`config.mk`:
```
export PLATFORM = sky130hd
export DESIGN_NAME = network_control_status_regs
export DESIGN_NICKNAME = d
export VERILOG_FILES = /design/src/core/net_regs_pkg.sv /design/src/core/network_control_status_regs.sv
export SDC_FILE = /design/constraint.sdc
export NUM_CORES = 1
export LEC_CHECK = 0
export BUFFER_PORTS_ARGS = -buffer_cell sky130_fd_sc_hd__buf_2
export CORE_AREA = 4 4 145 147
export CTS_CLUSTER_SIZE = 12
export DETAILED_ROUTE_END_ITERATION = 8
export DIE_AREA = 0 0 149 151
export PLACE_DENSITY = 0.66
export SYNTH_ARGS = -nofsm -noshare
export SYNTH_HDL_FRONTEND = slang
export SYNTH_SLANG_ARGS = --single-unit
```
`constraint.sdc`:
```
create_clock -name mclk_in -period 1.83 [get_ports mclk_in]
set_input_delay 0.183 -clock mclk_in [delete_from_list [all_inputs] [get_ports mclk_in]]
set_output_delay 0.183 -clock mclk_in [all_outputs]
set_load 0.005 [all_outputs]
```
`src/core/net_regs_pkg.sv`:
```
// package: offsets, field positions, reset values and carriers of the network register bank
package net_regs_pkg;
   localparam logic [11:0] NETWORK_STATUS_OFS = 12'h448;
   localparam logic [11:0] NETWORK_CONTROL_OFS = 12'h44c;
   localparam logic [11:0] LAST_STATION_NUMBER_OFS = 12'h494;
   // control register fields
   localparam int CTL_START_BIT = 8;
   localparam int CTL_RUN_BIT = 9;
   localparam int CTL_CALL_BIT = 10;
   localparam int CTL_BREAK_BIT = 11;
   localparam int CTL_OOC_BIT = 12;
   localparam int CTL_NSF_BIT = 13;
   localparam int CTL_LONG_BIT = 14;
   localparam int CTL_MON_BIT = 15;
   // status register fields
   localparam int ST_MISMATCH_BIT = 4;
   localparam int ST_MISSING_BIT = 5;
   localparam int ST_MAIL_RX_BIT = 6;
   localparam int ST_MAIL_ERR_BIT = 7;
   localparam int ST_RESIZE_BIT = 8;
   localparam int ST_JAM_BIT = 9;
   localparam int ST_BREAK_BIT = 10;
   localparam int ST_RENEW_BIT = 11;
   localparam int ST_LGOOD_BIT = 12;
   localparam int ST_LBAD_BIT = 13;
   localparam int ST_NEW_BIT = 14;
   localparam int ST_LOSS_BIT = 15;
   localparam logic [15:0] STATUS_RST = 16'h0030;
   localparam logic [15:0] CONTROL_RST = 16'h0000;
   localparam logic [5:0] FINAL_STATION_RST = 6'h3f;
   localparam logic [31:0] UNMAPPED_READ = 32'h0000_0000;

   // live network state delivered by the protocol engine
   typedef struct packed {
      logic [6:0] slot_timer_value;
      logic running;
      logic run_phase;
      logic call_phase;
      logic break_phase_flag;
      logic stop_out_of_cycle;
      logic stop_no_station;
      logic long_frame_flag;
      logic [5:0] final_station_field;
   } engine_state_t;

   // one-cycle event pulses and levels from the engine
   typedef struct packed {
      logic status_point;
      logic mail_rx_done;
      logic mail_rx_all_clear;
      logic mail_err;
      logic mail_err_all_clear;
      logic resize_overlap;
      logic jammer;
      logic break_rx;
      logic renewal_change;
      logic renewal_clear;
      logic renewal_freeze;
      logic link_freeze;
   } engine_events_t;
endpackage

```
`src/core/network_control_status_regs.sv`:
```
// network control, status and final station registers behind a classic wishbone slave
// Behaviour
// - station time readable in control bits 0-6
// - writing start one starts network, reads running
// - writing start zero while running stops network
// - bits 9-11 show run, call, break phase
// - stop cause bits, cleared by start write
// - bit 14 shows long frame option
// - monitor bit settable only while start zero, cleared by writing zero at any time
// - status bits 0-3 drive output pins
// - pin bits kept if data bits 8-10 set
// - bit 4: member flags differ from group
// - bit 5: grouped member flag missing
// - bit 6: mail received, cleared both receive clear
// - bit 7: mail send error, cleared error clear
// - bit 8 resize overlap, write one clears
// - bit 9 jammer detect, write one clears
// - bit 10 break detect, write one clears
// - bit 11 data renewal, frozen during trigger
// - bit 12 link group good, frozen triggers
// - bit 13 grouped link flag zero
// - bits 14/15 member rise and fall
// - final station read-only, resets to ones; read live from engine_state_in.final_station_field, no reset held here
//
// The Wishbone register port is this design's own decision.
`timescale 1ns/1ps
`default_nettype none
module network_control_status_regs
   import net_regs_pkg::*;
#(
   parameter int STATIONS = 64
) (
   input wire logic mclk_in,
   input wire logic rst_in,
   input wire logic wb_cyc_in,
   input wire logic wb_stb_in,
   input wire logic wb_we_in,
   input wire logic [11:0] wb_adr_in,
   input wire logic [3:0] wb_sel_in,
   input wire logic [31:0] wb_dat_in,
   output logic [31:0] wb_dat_out,
   output logic wb_ack_out,
   input wire engine_state_t engine_state_in,
   input wire engine_events_t engine_events_in,
   input wire logic [STATIONS-1:0] member_flags_in,
   input wire logic [STATIONS-1:0] member_group_mask_in,
   input wire logic [STATIONS-1:0] link_flags_in,
   input wire logic [STATIONS-1:0] link_group_mask_in,
   output logic start_request_out,
   output logic stop_request_out,
   output logic memory_monitor_mode_out,
   output logic [3:0] general_output_bits_out
);
   logic req;
   logic wr;
   logic wr_ctl;
   logic wr_st;
   logic lo_lane;
   logic hi_lane;
   logic start_one;
   logic start_zero;
   logic link_all_good;
   logic [15:0] ctl_view;
   logic [15:0] st_view;
   logic [15:0] status_r;
   logic mon_r;
   logic [STATIONS-1:0] member_prev_r;
   logic [31:0] rd_nxt;

   // single-cycle answer: ack one cycle after the strobe, never twice in a row
   assign req = wb_cyc_in && wb_stb_in && !wb_ack_out;
   assign wr = req && wb_we_in;
   assign wr_ctl = wr && (wb_adr_in == NETWORK_CONTROL_OFS);
   assign wr_st = wr && (wb_adr_in == NETWORK_STATUS_OFS);
   assign lo_lane = wb_sel_in[0];
   assign hi_lane = wb_sel_in[1];
   assign start_one = wr_ctl && hi_lane && wb_dat_in[CTL_START_BIT];
   assign start_zero = wr_ctl && hi_lane && !wb_dat_in[CTL_START_BIT];
   assign link_all_good = ((link_flags_in & link_group_mask_in) == link_group_mask_in);

   always_ff @(posedge mclk_in) begin
      if (rst_in) begin
         wb_ack_out <= 1'b0;
      end else begin
         wb_ack_out <= req;
      end
   end

   // start and stop are one-cycle requests to the engine; start clears stop causes there
   always_ff @(posedge mclk_in) begin
      if (rst_in) begin
         start_request_out <= 1'b0;
         stop_request_out <= 1'b0;
      end else begin
         start_request_out <= start_one;
         stop_request_out <= start_zero && engine_state_in.running;
      end
   end

   always_ff @(posedge mclk_in) begin
      if (rst_in) begin
         mon_r <= 1'b0;
      end else if (wr_ctl && hi_lane) begin
         if (!wb_dat_in[CTL_MON_BIT]) begin
            mon_r <= 1'b0;
         end else if (!engine_state_in.running) begin
            mon_r <= 1'b1;
         end
      end
   end
   assign memory_monitor_mode_out = mon_r;

   // stop-cause flags come from the engine, which drops them on start or reset
   always_comb begin
      ctl_view = CONTROL_RST;
      ctl_view[6:0] = engine_state_in.slot_timer_value;
      ctl_view[CTL_START_BIT] = engine_state_in.running;
      ctl_view[CTL_RUN_BIT] = engine_state_in.run_phase;
      ctl_view[CTL_CALL_BIT] = engine_state_in.call_phase;
      ctl_view[CTL_BREAK_BIT] = engine_state_in.break_phase_flag;
      ctl_view[CTL_OOC_BIT] = engine_state_in.stop_out_of_cycle;
      ctl_view[CTL_NSF_BIT] = engine_state_in.stop_no_station;
      ctl_view[CTL_LONG_BIT] = engine_state_in.long_frame_flag;
      ctl_view[CTL_MON_BIT] = mon_r;
   end

   // pins and write-one-to-clear flags
   always_ff @(posedge mclk_in) begin
      if (rst_in) begin
         status_r[3:0] <= STATUS_RST[3:0];
      end else if (wr_st && lo_lane) begin
         if (!(hi_lane && (wb_dat_in[10:8] != 3'h0))) begin
            status_r[3:0] <= wb_dat_in[3:0];
         end
      end
   end

   generate
      for (genvar i = 0; i < 3; i++) begin : g_w1c
         logic ev;
         assign ev = (i == 0) ? engine_events_in.resize_overlap :
                     (i == 1) ? engine_events_in.jammer : engine_events_in.break_rx;
         // event wins over a simultaneous clear
         always_ff @(posedge mclk_in) begin
            if (rst_in) begin
               status_r[ST_RESIZE_BIT+i] <= STATUS_RST[ST_RESIZE_BIT+i];
            end else if (ev) begin
               status_r[ST_RESIZE_BIT+i] <= 1'b1;
            end else if (wr_st && hi_lane && wb_dat_in[ST_RESIZE_BIT+i]) begin
               status_r[ST_RESIZE_BIT+i] <= 1'b0;
            end
         end
      end
   endgenerate

   // mail summaries
   always_ff @(posedge mclk_in) begin
      if (rst_in) begin
         status_r[ST_MAIL_RX_BIT] <= STATUS_RST[ST_MAIL_RX_BIT];
         status_r[ST_MAIL_ERR_BIT] <= STATUS_RST[ST_MAIL_ERR_BIT];
      end else begin
         if (engine_events_in.mail_rx_done) begin
            status_r[ST_MAIL_RX_BIT] <= 1'b1;
         end else if (engine_events_in.mail_rx_all_clear) begin
            status_r[ST_MAIL_RX_BIT] <= 1'b0;
         end
         if (engine_events_in.mail_err) begin
            status_r[ST_MAIL_ERR_BIT] <= 1'b1;
         end else if (engine_events_in.mail_err_all_clear) begin
            status_r[ST_MAIL_ERR_BIT] <= 1'b0;
         end
      end
   end

   // renewal flag, held still while its trigger is out
   always_ff @(posedge mclk_in) begin
      if (rst_in) begin
         status_r[ST_RENEW_BIT] <= STATUS_RST[ST_RENEW_BIT];
      end else if (!engine_events_in.renewal_freeze) begin
         if (engine_events_in.renewal_change) begin
            status_r[ST_RENEW_BIT] <= 1'b1;
         end else if (engine_events_in.renewal_clear) begin
            status_r[ST_RENEW_BIT] <= 1'b0;
         end
      end
   end

   // link good, held while link_freeze: set when all grouped links are up, else cleared at the status point
   always_ff @(posedge mclk_in) begin
      if (rst_in) begin
         status_r[ST_LGOOD_BIT] <= STATUS_RST[ST_LGOOD_BIT];
      end else if (!engine_events_in.link_freeze) begin
         if (link_all_good) begin
            status_r[ST_LGOOD_BIT] <= 1'b1;
         end else if (engine_events_in.status_point) begin
            status_r[ST_LGOOD_BIT] <= 1'b0;
         end
      end
   end

   // comparisons sampled at the status-management point
   always_ff @(posedge mclk_in) begin
      if (rst_in) begin
         status_r[ST_MISMATCH_BIT] <= STATUS_RST[ST_MISMATCH_BIT];
         status_r[ST_MISSING_BIT] <= STATUS_RST[ST_MISSING_BIT];
         status_r[ST_LBAD_BIT] <= STATUS_RST[ST_LBAD_BIT];
         status_r[ST_NEW_BIT] <= STATUS_RST[ST_NEW_BIT];
         status_r[ST_LOSS_BIT] <= STATUS_RST[ST_LOSS_BIT];
         member_prev_r <= '0;
      end else if (engine_events_in.status_point) begin
         status_r[ST_MISMATCH_BIT] <= (member_flags_in != member_group_mask_in);
         status_r[ST_MISSING_BIT] <= |(member_group_mask_in & ~member_flags_in);
         status_r[ST_LBAD_BIT] <= |(link_group_mask_in & ~link_flags_in);
         status_r[ST_NEW_BIT] <= |(member_flags_in & ~member_prev_r);
         status_r[ST_LOSS_BIT] <= |(~member_flags_in & member_prev_r);
         member_prev_r <= member_flags_in;
      end
   end

   assign st_view = status_r;
   assign general_output_bits_out = status_r[3:0];

   always_comb begin
      rd_nxt = UNMAPPED_READ;
      unique case (wb_adr_in)
         NETWORK_CONTROL_OFS: rd_nxt = {16'h0000, ctl_view};
         NETWORK_STATUS_OFS: rd_nxt = {16'h0000, st_view};
         LAST_STATION_NUMBER_OFS: rd_nxt = {26'h0000000, engine_state_in.final_station_field};
         default: rd_nxt = UNMAPPED_READ;
      endcase
   end

   always_ff @(posedge mclk_in) begin
      if (rst_in) begin
         wb_dat_out <= 32'h0000_0000;
      end else if (req && !wb_we_in) begin
         wb_dat_out <= rd_nxt;
      end
   end
endmodule
`default_nettype wire

```
==> out/metrics.csv, run 1 <==
stage;metric;value;unit
outcome;status;complete, no violations;
global_route;grt_use_total;0.228;
global_route;first_global_vias;6748;
timing;finalCritPeriodShare;0.989;
final_layout;area.sequential;2000;sq um
logic_synthesis;yosys_most_used_dff;dfxtp_1;
clocking;cts.clk_slew.worst_paths;0.07;ns
routing;vias;7060;
routing;drt_iter0_markers;555;
power;p_per_area;634;nW/um^2
logic_synthesis;synthesis.area;6540;sq um
routing;first_pass_iters;5;
placed_design;gp_congestion;0.961;
worst_setup_path;crit_path_top_delay_cell;or4_1;
timing;max_slew_margin;0.527;
routing;met1_length;12.2;mm
worst_setup_path;path_cells;nor2b_1, a2111o_1, or4_1, nor4bb_1, a211oi_1;
floorplanning;ios;381;
clocking;clkLatencyLatePin;0.35;ns
floorplanning;num_rows;52;
job;cap_violations;0;
final_layout;final_nets;1521;
clocking;cts_sinks;100;
timing;fin_tns_setup;0;ns
global_route;grt_max_degree;44;
routing;via_per_inst;5.07;
worst_setup_path;critPathRequiredTime;2.06;ns
final_layout;syn_to_final_growth;38.1;%
timing;setup_viol;0;
timing;fin_skew;0.00909;ns
routing;wl;27.2;mm
logic_synthesis;synth_top_area_cell;dfxtp_1;
timing;worst_slack;0.0200;ns
routing;maxUsedRoutingLayer;met5;
clocking;clk_path_buf_depth;2;
timing;period_needed;1.81;ns
routing;drc;0;
placed_design;dpl_worst_slack;-0.165;ns
clocking;cts-buffers-inserted;9;
logic_synthesis;yosysTopAreaCellShare;0.306;
worst_hold_path;min_from;engine_events_in[10];
placed_design;port_buffers;338;
worst_hold_path;holdCritPathClass;input port to flop;
clocking;post_cts_buffers;0;
worst_setup_path;end_kind;flop;
floorplanning;die_area;22500;sq um
floorplanning;start_util;0.328;
logic_synthesis;synth_commonest_cells;dfxtp_1 (100), nor2_1 (94), inv_1 (89);
logic_synthesis;ys_seq_area_frac;0.306;
routing;wl_met3;2.47;mm
final_layout;final_area;9030;sq um
routing;ant_nets;0;
floorplanning;coreArea;19900;sq um
power;power.leakage;0.00465;uW
worst_setup_path;critPathMaxFanout;2;
global_route;grt_pass1_wl;38.9;mm
clocking;htreeDepth;3;
placed_design;dpl_cell_area;8690;sq um
global_route;grt_overflow;0;
timing;fmax;0.552;GHz
global_route;antenna_found_initial;4;
worst_hold_path;hold-path-endpoint;st_view[6];
timing;hold_viol;0;
final_layout;multi_input_area;4010;sq um
power;vdd_drop_max;418;uV
final_layout;fin_util;0.454;
placed_design;hpwlAfterDp;23.4;mm
worst_setup_path;cp_slowest_stage_delay;0.52;ns
logic_synthesis;ys_ff_latch;100;
worst_setup_path;r2r_cells;5;
worst_hold_path;min_path_cells;3;
logic_synthesis;synth_edf_count;0;
logic_synthesis;synthCells;758;
clocking;cts_tree;yes;
routing;wl_per_cell;19.5;um
final_layout;fillCellCount;2023;
worst_setup_path;crit_type;flop to flop;
logic_synthesis;synth-warning-count;0;
floorplanning;fp.dieW;149;um
clocking;cts_hold_buffers;0;
timing;worstMarginPinSlew;0.709;ns
timing;drv_slew;0;
timing;rsz0062_at_grt;yes;
final_layout;drive_above_1_share;0.367;
routing;wl_met2;11.8;mm
floorplanning;fp.dieH;151;um
worst_setup_path;rr_endpoint;st_view[15];
worst_setup_path;cp.arrival;2.04;ns
logic_synthesis;synthArstFlopShare;0;
timing;whs;0.0457;ns
clocking;root_buffer;clkbuf_16;
worst_setup_path;rrSetupSlack;0.02;ns
logic_synthesis;synthTopCellsByArea;dfxtp_1 (31%), ha_1 (12%), mux2i_1 (10%), nor2b_1 (6.0%), nor2_1 (5.4%);
logic_synthesis;syn_area_per_cell;8.63;sq um
worst_setup_path;crit_path_start_kind;flop;
worst_setup_path;rr_startpoint;member_prev_r[44];
logic_synthesis;synth_most_common_cell;dfxtp_1;
logic_synthesis;synth_cell_type_count;57;
worst max path at each step:
stage / endpoint / startpoint / cells after the start
final: st_view[15] / member_prev_r[44] / 5
after global routing: st_view[15] / member_prev_r[21] / 7
after CTS: st_view[15] / member_prev_r[21] / 7
after detailed placement: st_view[5] / member_flags_in[14] / 9
after global placement: st_view[5] / member_flags_in[14] / 9
after floorplan: memory_monitor_mode_out / wb_adr_in[9] / 7
per-stage QoR:
stage | total power, uW | std cells
after floorplan | 2990 | 773
after global placement | 3670 | 1375
after detailed placement | 3680 | 1375
after CTS | 5750 | 1391
after global routing | 6000 | 1391
final | 5720 | 1393
where the power goes:
part	switching, uW	total (uW)	internal [uW]
clock	931	2060	1130
sequential	82.7	2370	2290
combinational	657	1300	639
total	1670	5720	4050
metal layers:
metal,track usage,vias to the layer above
li1,-,3403
met1,0.326,3303
met2,0.343,296
met3,0.0586,50
met4,0.0590,8
met5,0,-
critical path, delay by kind of cell, from the launching register on:
kind / cells / cell delay (ns)
compound gates: 2 / 0.48
simple gates: 3 / 0.91
flops: 1 / 0.31
layout make-up:
type                       count  area share
timing repair buffer         377       0.224
clock buffer                  10      0.0265
antenna                        2    0.000554
clock inverter                 6     0.00873
sequential                   100       0.222
multi-input combinational    539       0.444
inverter                      89      0.0370
tap                          270      0.0374
logic make-up (layout without fill, tap and decap cells):
group | after synthesis | in the layout | share of synthesized area
flops | 100 | 100 | 0.306
compound gates | 106 | 106 | 0.128
buf+inv | 134 | 482 | 0.0914
other cells | 1 | 18 | 0.000573
mux | 68 | 68 | 0.104
fa+ha+maj | 64 | 64 | 0.122
simple gates | 285 | 285 | 0.248
sequential cells by signal, indices dropped and copies added, names as in the netlist:
| register | cells |
|---|---|
| memory_monitor_mode_out | 1 |
| wb_dat_out | 16 |
| start_request_out | 1 |
| st_view | 12 |
| general_output_bits_out | 4 |
| stop_request_out | 1 |
| member_prev_r | 64 |
| wb_ack_out | 1 |
what timing repair did:
action / 4_1_cts / 5_1_grt
gates resized for setup: 1 / 2
endpoints found under the setup margin: 1 / 2
pin swaps: 0 / 1
cloned: 0 / 0
layout by cell type (no fill, tap or decap), drive strengths merged, types with 16 or more instances in the layout:
| cell | instances |
|---|---|
| nand4 | 29 |
| nand2b | 29 |
| inv | 92 |
| nor2b | 63 |
| buf | 377 |
| dfxtp | 100 |
| conb | 16 |
| o22ai | 17 |
| ha | 64 |
| nor2 | 94 |
| nor4 | 32 |
| a2111oi | 20 |
| mux2i | 68 |
Power figures use the tool's default switching activity.
==> run 2, diff against run 1 <==
- MAX_ROUTING_LAYER: not set -> met4
- REMOVE_ABC_BUFFERS: not set -> 1
==> run 2 against run 1 <==
  * Clock power increased by 15%
  * Global-route usage increased by 0.86 points
  * Register-to-register slack improved by 0.06 ns
  * Final cell count increased by 0.79%
  * Clock-buffer cell count decreased by 1
  * First-iteration DRC count increased by 3.4%
  * Wire length increased by 0.57%
  * Clock skew increased by 0.0016 ns
  * Critical path depth unchanged
  * Flip-flop and latch count unchanged
  * Fmax increased by 3.7%
  * Total power increased by 5.5%
  * Critical endpoint unchanged
==> out/metrics.csv, run 2 (synthesis gave the netlist of run 1 again) <==
stage;metric;value;unit
final_layout;area.sequential;2000;sq um
clocking;root_buffer;clkbuf_16;
final_layout;final_nets;1530;
final_layout;fillCellCount;2001;
clocking;post_cts_buffers;0;
global_route;grt_use_total;0.237;
placed_design;dpl_cell_area;8750;sq um
power;p_int;4400;uW
floorplanning;coreArea;19900;sq um
final_layout;final_cells;1404;
routing;wl;27.3;mm
placed_design;hpwlAfterDp;23.5;mm
routing;first_pass_iters;5;
routing;drc;0;
placed_design;dp.cells;1384;
clocking;htreeDepth;3;
final_layout;layout_common_cells;buf_2 (337), dfxtp_1 (100), nor2_1 (94);
worst_setup_path;critPathRequiredTime;2.07;ns
clocking;cts_tree;yes;
power;clkPwrFrac;0.392;
worst_setup_path;critPathMaxFanout;2;
timing;finalCritPeriodShare;0.954;
clocking;clkLatencyLatePin;0.36;ns
power;power.leakage;0.00471;uW
routing;ant_nets;0;
worst_setup_path;end_kind;flop;
timing;worstMarginPinSlew;0.658;ns
power;p_per_area;661;nW/um^2
timing;max_slew_margin;0.561;
placed_design;dpl_worst_slack;-0.0800;ns
placed_design;gp_congestion;0.957;
clocking;cts.clk_slew.worst_paths;0.08;ns
routing;vias;7132;
timing;fin_skew;0.0106;ns
power;comb_power_share;0.216;
floorplanning;start_util;0.328;
global_route;grt_max_degree;45;
final_layout;drive_above_1_share;0.371;
final_layout;multi_input_area;4010;sq um
global_route;first_global_vias;7023;
timing;worst_slack;0.0843;ns
final_layout;largest_register_ffs;64;
timing;drv_slew;0;
final_layout;final_common_cell;buf_2;
floorplanning;fp.dieW;149;um
timing;period_needed;1.75;ns
timing;fmax;0.573;GHz
global_route;use_met2;0.416;
power;power;6040;uW
timing;rsz0062_at_grt;no;
clocking;cts_hold_buffers;0;
final_layout;final_area;9140;sq um
global_route;grt-busiest-layer;met2;
final_layout;regMostFlops;member_prev_r;
global_route;use_met1;0.255;
timing;setup_viol;0;
worst_setup_path;path_cells;nor2b_1, a2111o_1, or4_4, nor4bb_1, a211oi_1;
outcome;status;complete, no violations;
power;switching_share;0.271;
worst_setup_path;cp.arrival;1.99;ns
global_route;grt_pass1_wl;38.5;mm
clocking;cts-buffers-inserted;9;
job;cap_violations;0;
worst_setup_path;crit_path_top_delay_cell;or4_4;
floorplanning;ios;381;
power;seqPwrFrac;0.392;
clocking;clk_path_buf_depth;2;
final_layout;syn_to_final_growth;39.7;%
global_route;antenna_found_initial;5;
worst_setup_path;crit_type;flop to flop;
routing;via_per_inst;5.08;
power;power.switching;1640;uW
routing;drt_iter0_markers;574;
floorplanning;die_area;22500;sq um
placed_design;port_buffers;338;
routing;wl_per_cell;19.5;um
global_route;use_met3;0.0473;
worst_setup_path;rrSetupSlack;0.08;ns
worst_setup_path;crit_path_start_kind;flop;
worst_hold_path;holdCritPathClass;input port to flop;
power;vdd_drop_max;394;uV
global_route;grt_overflow;0;
clocking;cts_sinks;100;
floorplanning;fp.dieH;151;um
floorplanning;num_rows;52;
worst_setup_path;cp_slowest_stage_delay;0.43;ns
timing;hold_viol;0;
==> run 2: cell types whose count changed in the layout (fill, tap and decap cells not counted), moves of 2 or more <==
cell / change
inv_8: -2
nor4_1: +2
nor4_2: -2
buf_4: +10
diode_2: +3
bufinv_16: +3
==> run 2: final timing paths <==
path | from | to | cells past startpoint
min reg2reg | wb_dat_out[1] | wb_dat_out[1] | 2
min | engine_events_in[10] | st_view[6] | 3
max | member_prev_r[44] | st_view[15] | 5
max reg2reg | member_prev_r[44] | st_view[15] | 5
==> run 2: worst max-delay path, delay by kind of cell (launching register included) <==
kind | cells | cell delay [ns]
AOI/OAI and AO/OA | 2 | 0.48
DFF | 1 | 0.31
and+or+nand+nor | 3 | 0.83
==> run 2: timing repair <==
| action | CTS | global route |
|---|---|---|
| resized for setup | 1 | 2 |
| pin swaps | 3 | 0 |
| endpoints found under the setup margin | 1 | 1 |
==> run 2: cell type report <==
class,count,share of cell area
Antenna cell,5,0.00137
Clock buffer,9,0.0247
Clock inverter,6,0.0151
Inverter,89,0.0366
Multi-Input combinational cell,539,0.439
Sequential cell,100,0.219
Tap cell,270,0.0370
Timing Repair Buffer,386,0.228
==> run 2: through the flow <==
step	hold slack [ns]	util	setup TNS (ns)
floorplan	0.252	-	-2.57
global placement	0.403	0.439	-0.192
detailed placement	0.409	0.439	-0.327
CTS	0.0364	0.458	0
global route	0.0388	0.459	0
finish	0.0397	0.459	0
==> run 2: power groups by stage <==
| stage | Sequential [uW] | Combinational, uW | Clock [uW] |
|---|---|---|---|
| finish | 2370 | 1300 | 2360 |
| global placement | 2410 | 1260 | 0 |
| CTS | 2370 | 1290 | 2390 |
| floorplan | 2390 | 517 | 0 |
| detailed placement | 2420 | 1280 | 0 |
| global route | 2380 | 1430 | 2480 |
==> run 2: metal layers <==
metal	vias up	part of all wire	wire (um)
met5	-	0	0
met4	0	0.041	1120
met3	56	0.091	2480
met2	381	0.51	14000
met1	3264	0.35	9690
li1	3431	-	-
==> run 3, diff against run 2 <==
- CELL_PAD_IN_SITES_DETAIL_PLACEMENT: not set -> 1
- CELL_PAD_IN_SITES_GLOBAL_PLACEMENT: not set -> 2
- CORE_AREA: 4 4 145 147 -> not set
- CORE_MARGIN: not set -> 4
- CORE_UTILIZATION: not set -> 21
- DIE_AREA: 0 0 149 151 -> not set
- PLACE_DENSITY: 0.66 -> not set
- PLACE_DENSITY_LB_ADDON: not set -> 0.1
- TNS_END_PERCENT: not set -> 10
==> run 3 against run 2 <==
  * Total power is 3.3% higher
  * Largest power group is now the clock network
  * Global-route usage is 4.3 points lower
  * Clock-buffer cell count stayed put
  * Final cell count is 10% higher
  * Sequential share of layout area is 0.76 points lower
  * Sequential power hardly changed
  * Via count is 2.1% lower
  * Combinational power is 7% higher
  * Non-clock buffer count is 21 higher
  * Highest routed layer unchanged
  * First-iteration DRC count is 55% lower
  * Die area is 51% higher
==> out/metrics.csv, run 3 (synthesis gave the netlist of run 1 again) <==
stage;metric;value;unit
routing;vias;6983;
timing;worst_slack;0.0433;ns
placed_design;dpl_worst_slack;-0.265;ns
timing;fin_skew;0.0163;ns
floorplanning;die_area;34000;sq um
worst_setup_path;critPathRequiredTime;2.06;ns
final_layout;layout_common_cells;buf_2 (336), dfxtp_1 (99), nor2_1 (94);
routing;wl;33.0;mm
placed_design;hpwlAfterDp;28.9;mm
routing;via_per_inst;4.50;
final_layout;regMostFlops;member_prev_r;
clocking;clk_path_buf_depth;2;
worst_setup_path;end_kind;flop;
final_layout;syn_to_final_growth;44.8;%
global_route;first_global_vias;7490;
outcome;status;complete, no violations;
power;p_per_area;659;nW/um^2
clocking;root_buffer;clkbuf_16;
routing;ant_nets;0;
clocking;cts_tree;yes;
worst_setup_path;crit_type;flop to flop;
power;power;6240;uW
final_layout;largest_register_ffs;64;
power;power.leakage;0.00482;uW
floorplanning;fp.dieH;184;um
routing;drc;0;
worst_setup_path;cp.arrival;2.02;ns
global_route;grt_overflow;0;
routing;wl_met2;15.5;mm
placed_design;dp.cells;1531;
routing;wl_per_cell;21.3;um
floorplanning;ios;381;
timing;drv_slew;0;
global_route;grt_pass1_wl;46.8;mm
clocking;cts_sinks;100;
timing;hold_viol;0;
timing;setup_viol;0;
final_layout;final_common_cell;buf_2;
final_layout;final_cells;1551;
floorplanning;start_util;0.213;
clocking;post_cts_buffers;0;
floorplanning;fp.dieW;184;um
timing;fin_tns_setup;0;ns
placed_design;port_buffers;338;
timing;fmax;0.560;GHz
clocking;cts.clk_slew.worst_paths;0.08;ns
final_layout;fin_util;0.309;
global_route;grt_max_degree;47;
timing;period_needed;1.79;ns
worst_hold_path;min_path_cells;3;
worst_setup_path;crit_path_start_kind;flop;
routing;maxUsedRoutingLayer;met4;
floorplanning;coreArea;30700;sq um
placed_design;gp_congestion;0.876;
timing;rsz0062_at_grt;no;
job;cap_violations;0;
routing;wl_met3;2.39;mm
clocking;cts-buffers-inserted;9;
final_layout;drive_above_1_share;0.386;
global_route;antenna_found_initial;4;
timing;finalCritPeriodShare;0.976;
worst_setup_path;r2r_cells;5;
routing;met1_length;14.4;mm
worst_setup_path;critPathMaxFanout;2;
final_layout;final_nets;1551;
worst_hold_path;holdCritPathClass;input port to flop;
power;vdd_drop_max;438;uV
floorplanning;num_rows;64;
timing;worstMarginPinSlew;0.901;ns
global_route;grt_use_total;0.194;
timing;max_slew_margin;0.399;
clocking;htreeDepth;3;
routing;drt_iter0_markers;261;
routing;first_pass_iters;7;
clocking;clkLatencyLatePin;0.37;ns
[run 3: path summary, 6_finish.rpt]
check	endpoint	from	slack, ns
max	st_view[15]	member_prev_r[44]	0.04
min	st_view[9]	engine_events_in[5]	0.03
max reg2reg	st_view[15]	member_prev_r[44]	0.04
min reg2reg	wb_dat_out[2]	wb_dat_out[2]	0.45
[run 3: per-stage QoR]
| stage | hold slack [ns] | area [sq um] |
|---|---|---|
| 4_1_cts | 0.0139 | 9450 |
| 3_5_place_dp | 0.401 | 9070 |
| 5_1_grt | 0.0370 | 9470 |
| 2_1_floorplan | 0.252 | 6330 |
| 3_3_place_gp | 0.394 | 9070 |
| 6_report | 0.0288 | 9470 |
[run 3: what timing repair did]
item	in CTS	in global routing
resized for setup	3	4
hold buffers	0	0
endpoints found under the setup margin	1	4
pin swaps	3	0
[run 3: area by class of cell]
cell class / count / area (sq um)
clock inverters: 7 / 145
inverters: 89 / 334
well taps: 396 / 495
diodes: 4 / 10.0
flip-flops and latches: 100 / 2000
clock buffers: 9 / 225
repair buffers: 407 / 2240
fillers: 3746 / 21200
multi-input cells: 539 / 4020
[run 3: power by group]
group	total (uW)	switching, uW	internal, uW
sequential	2370	84.0	2290
clock	2480	987	1490
combinational	1390	710	682
[run 3: metal layers]
metal | global-route usage | vias to the layer above
li1 | - | 3471
met1 | 0.246 | 3224
met4 | 0.0526 | 0
met3 | 0.0391 | 28
met5 | - | -
met2 | 0.314 | 260
[run 3: critical path, stage by stage (launching register included)]
cell	delay, ns
dfxtp_2	0.32
nor2b_2	0.16
a2111o_1	0.38
or4_4	0.42
nor4bb_1	0.27
a211oi_1	0.10
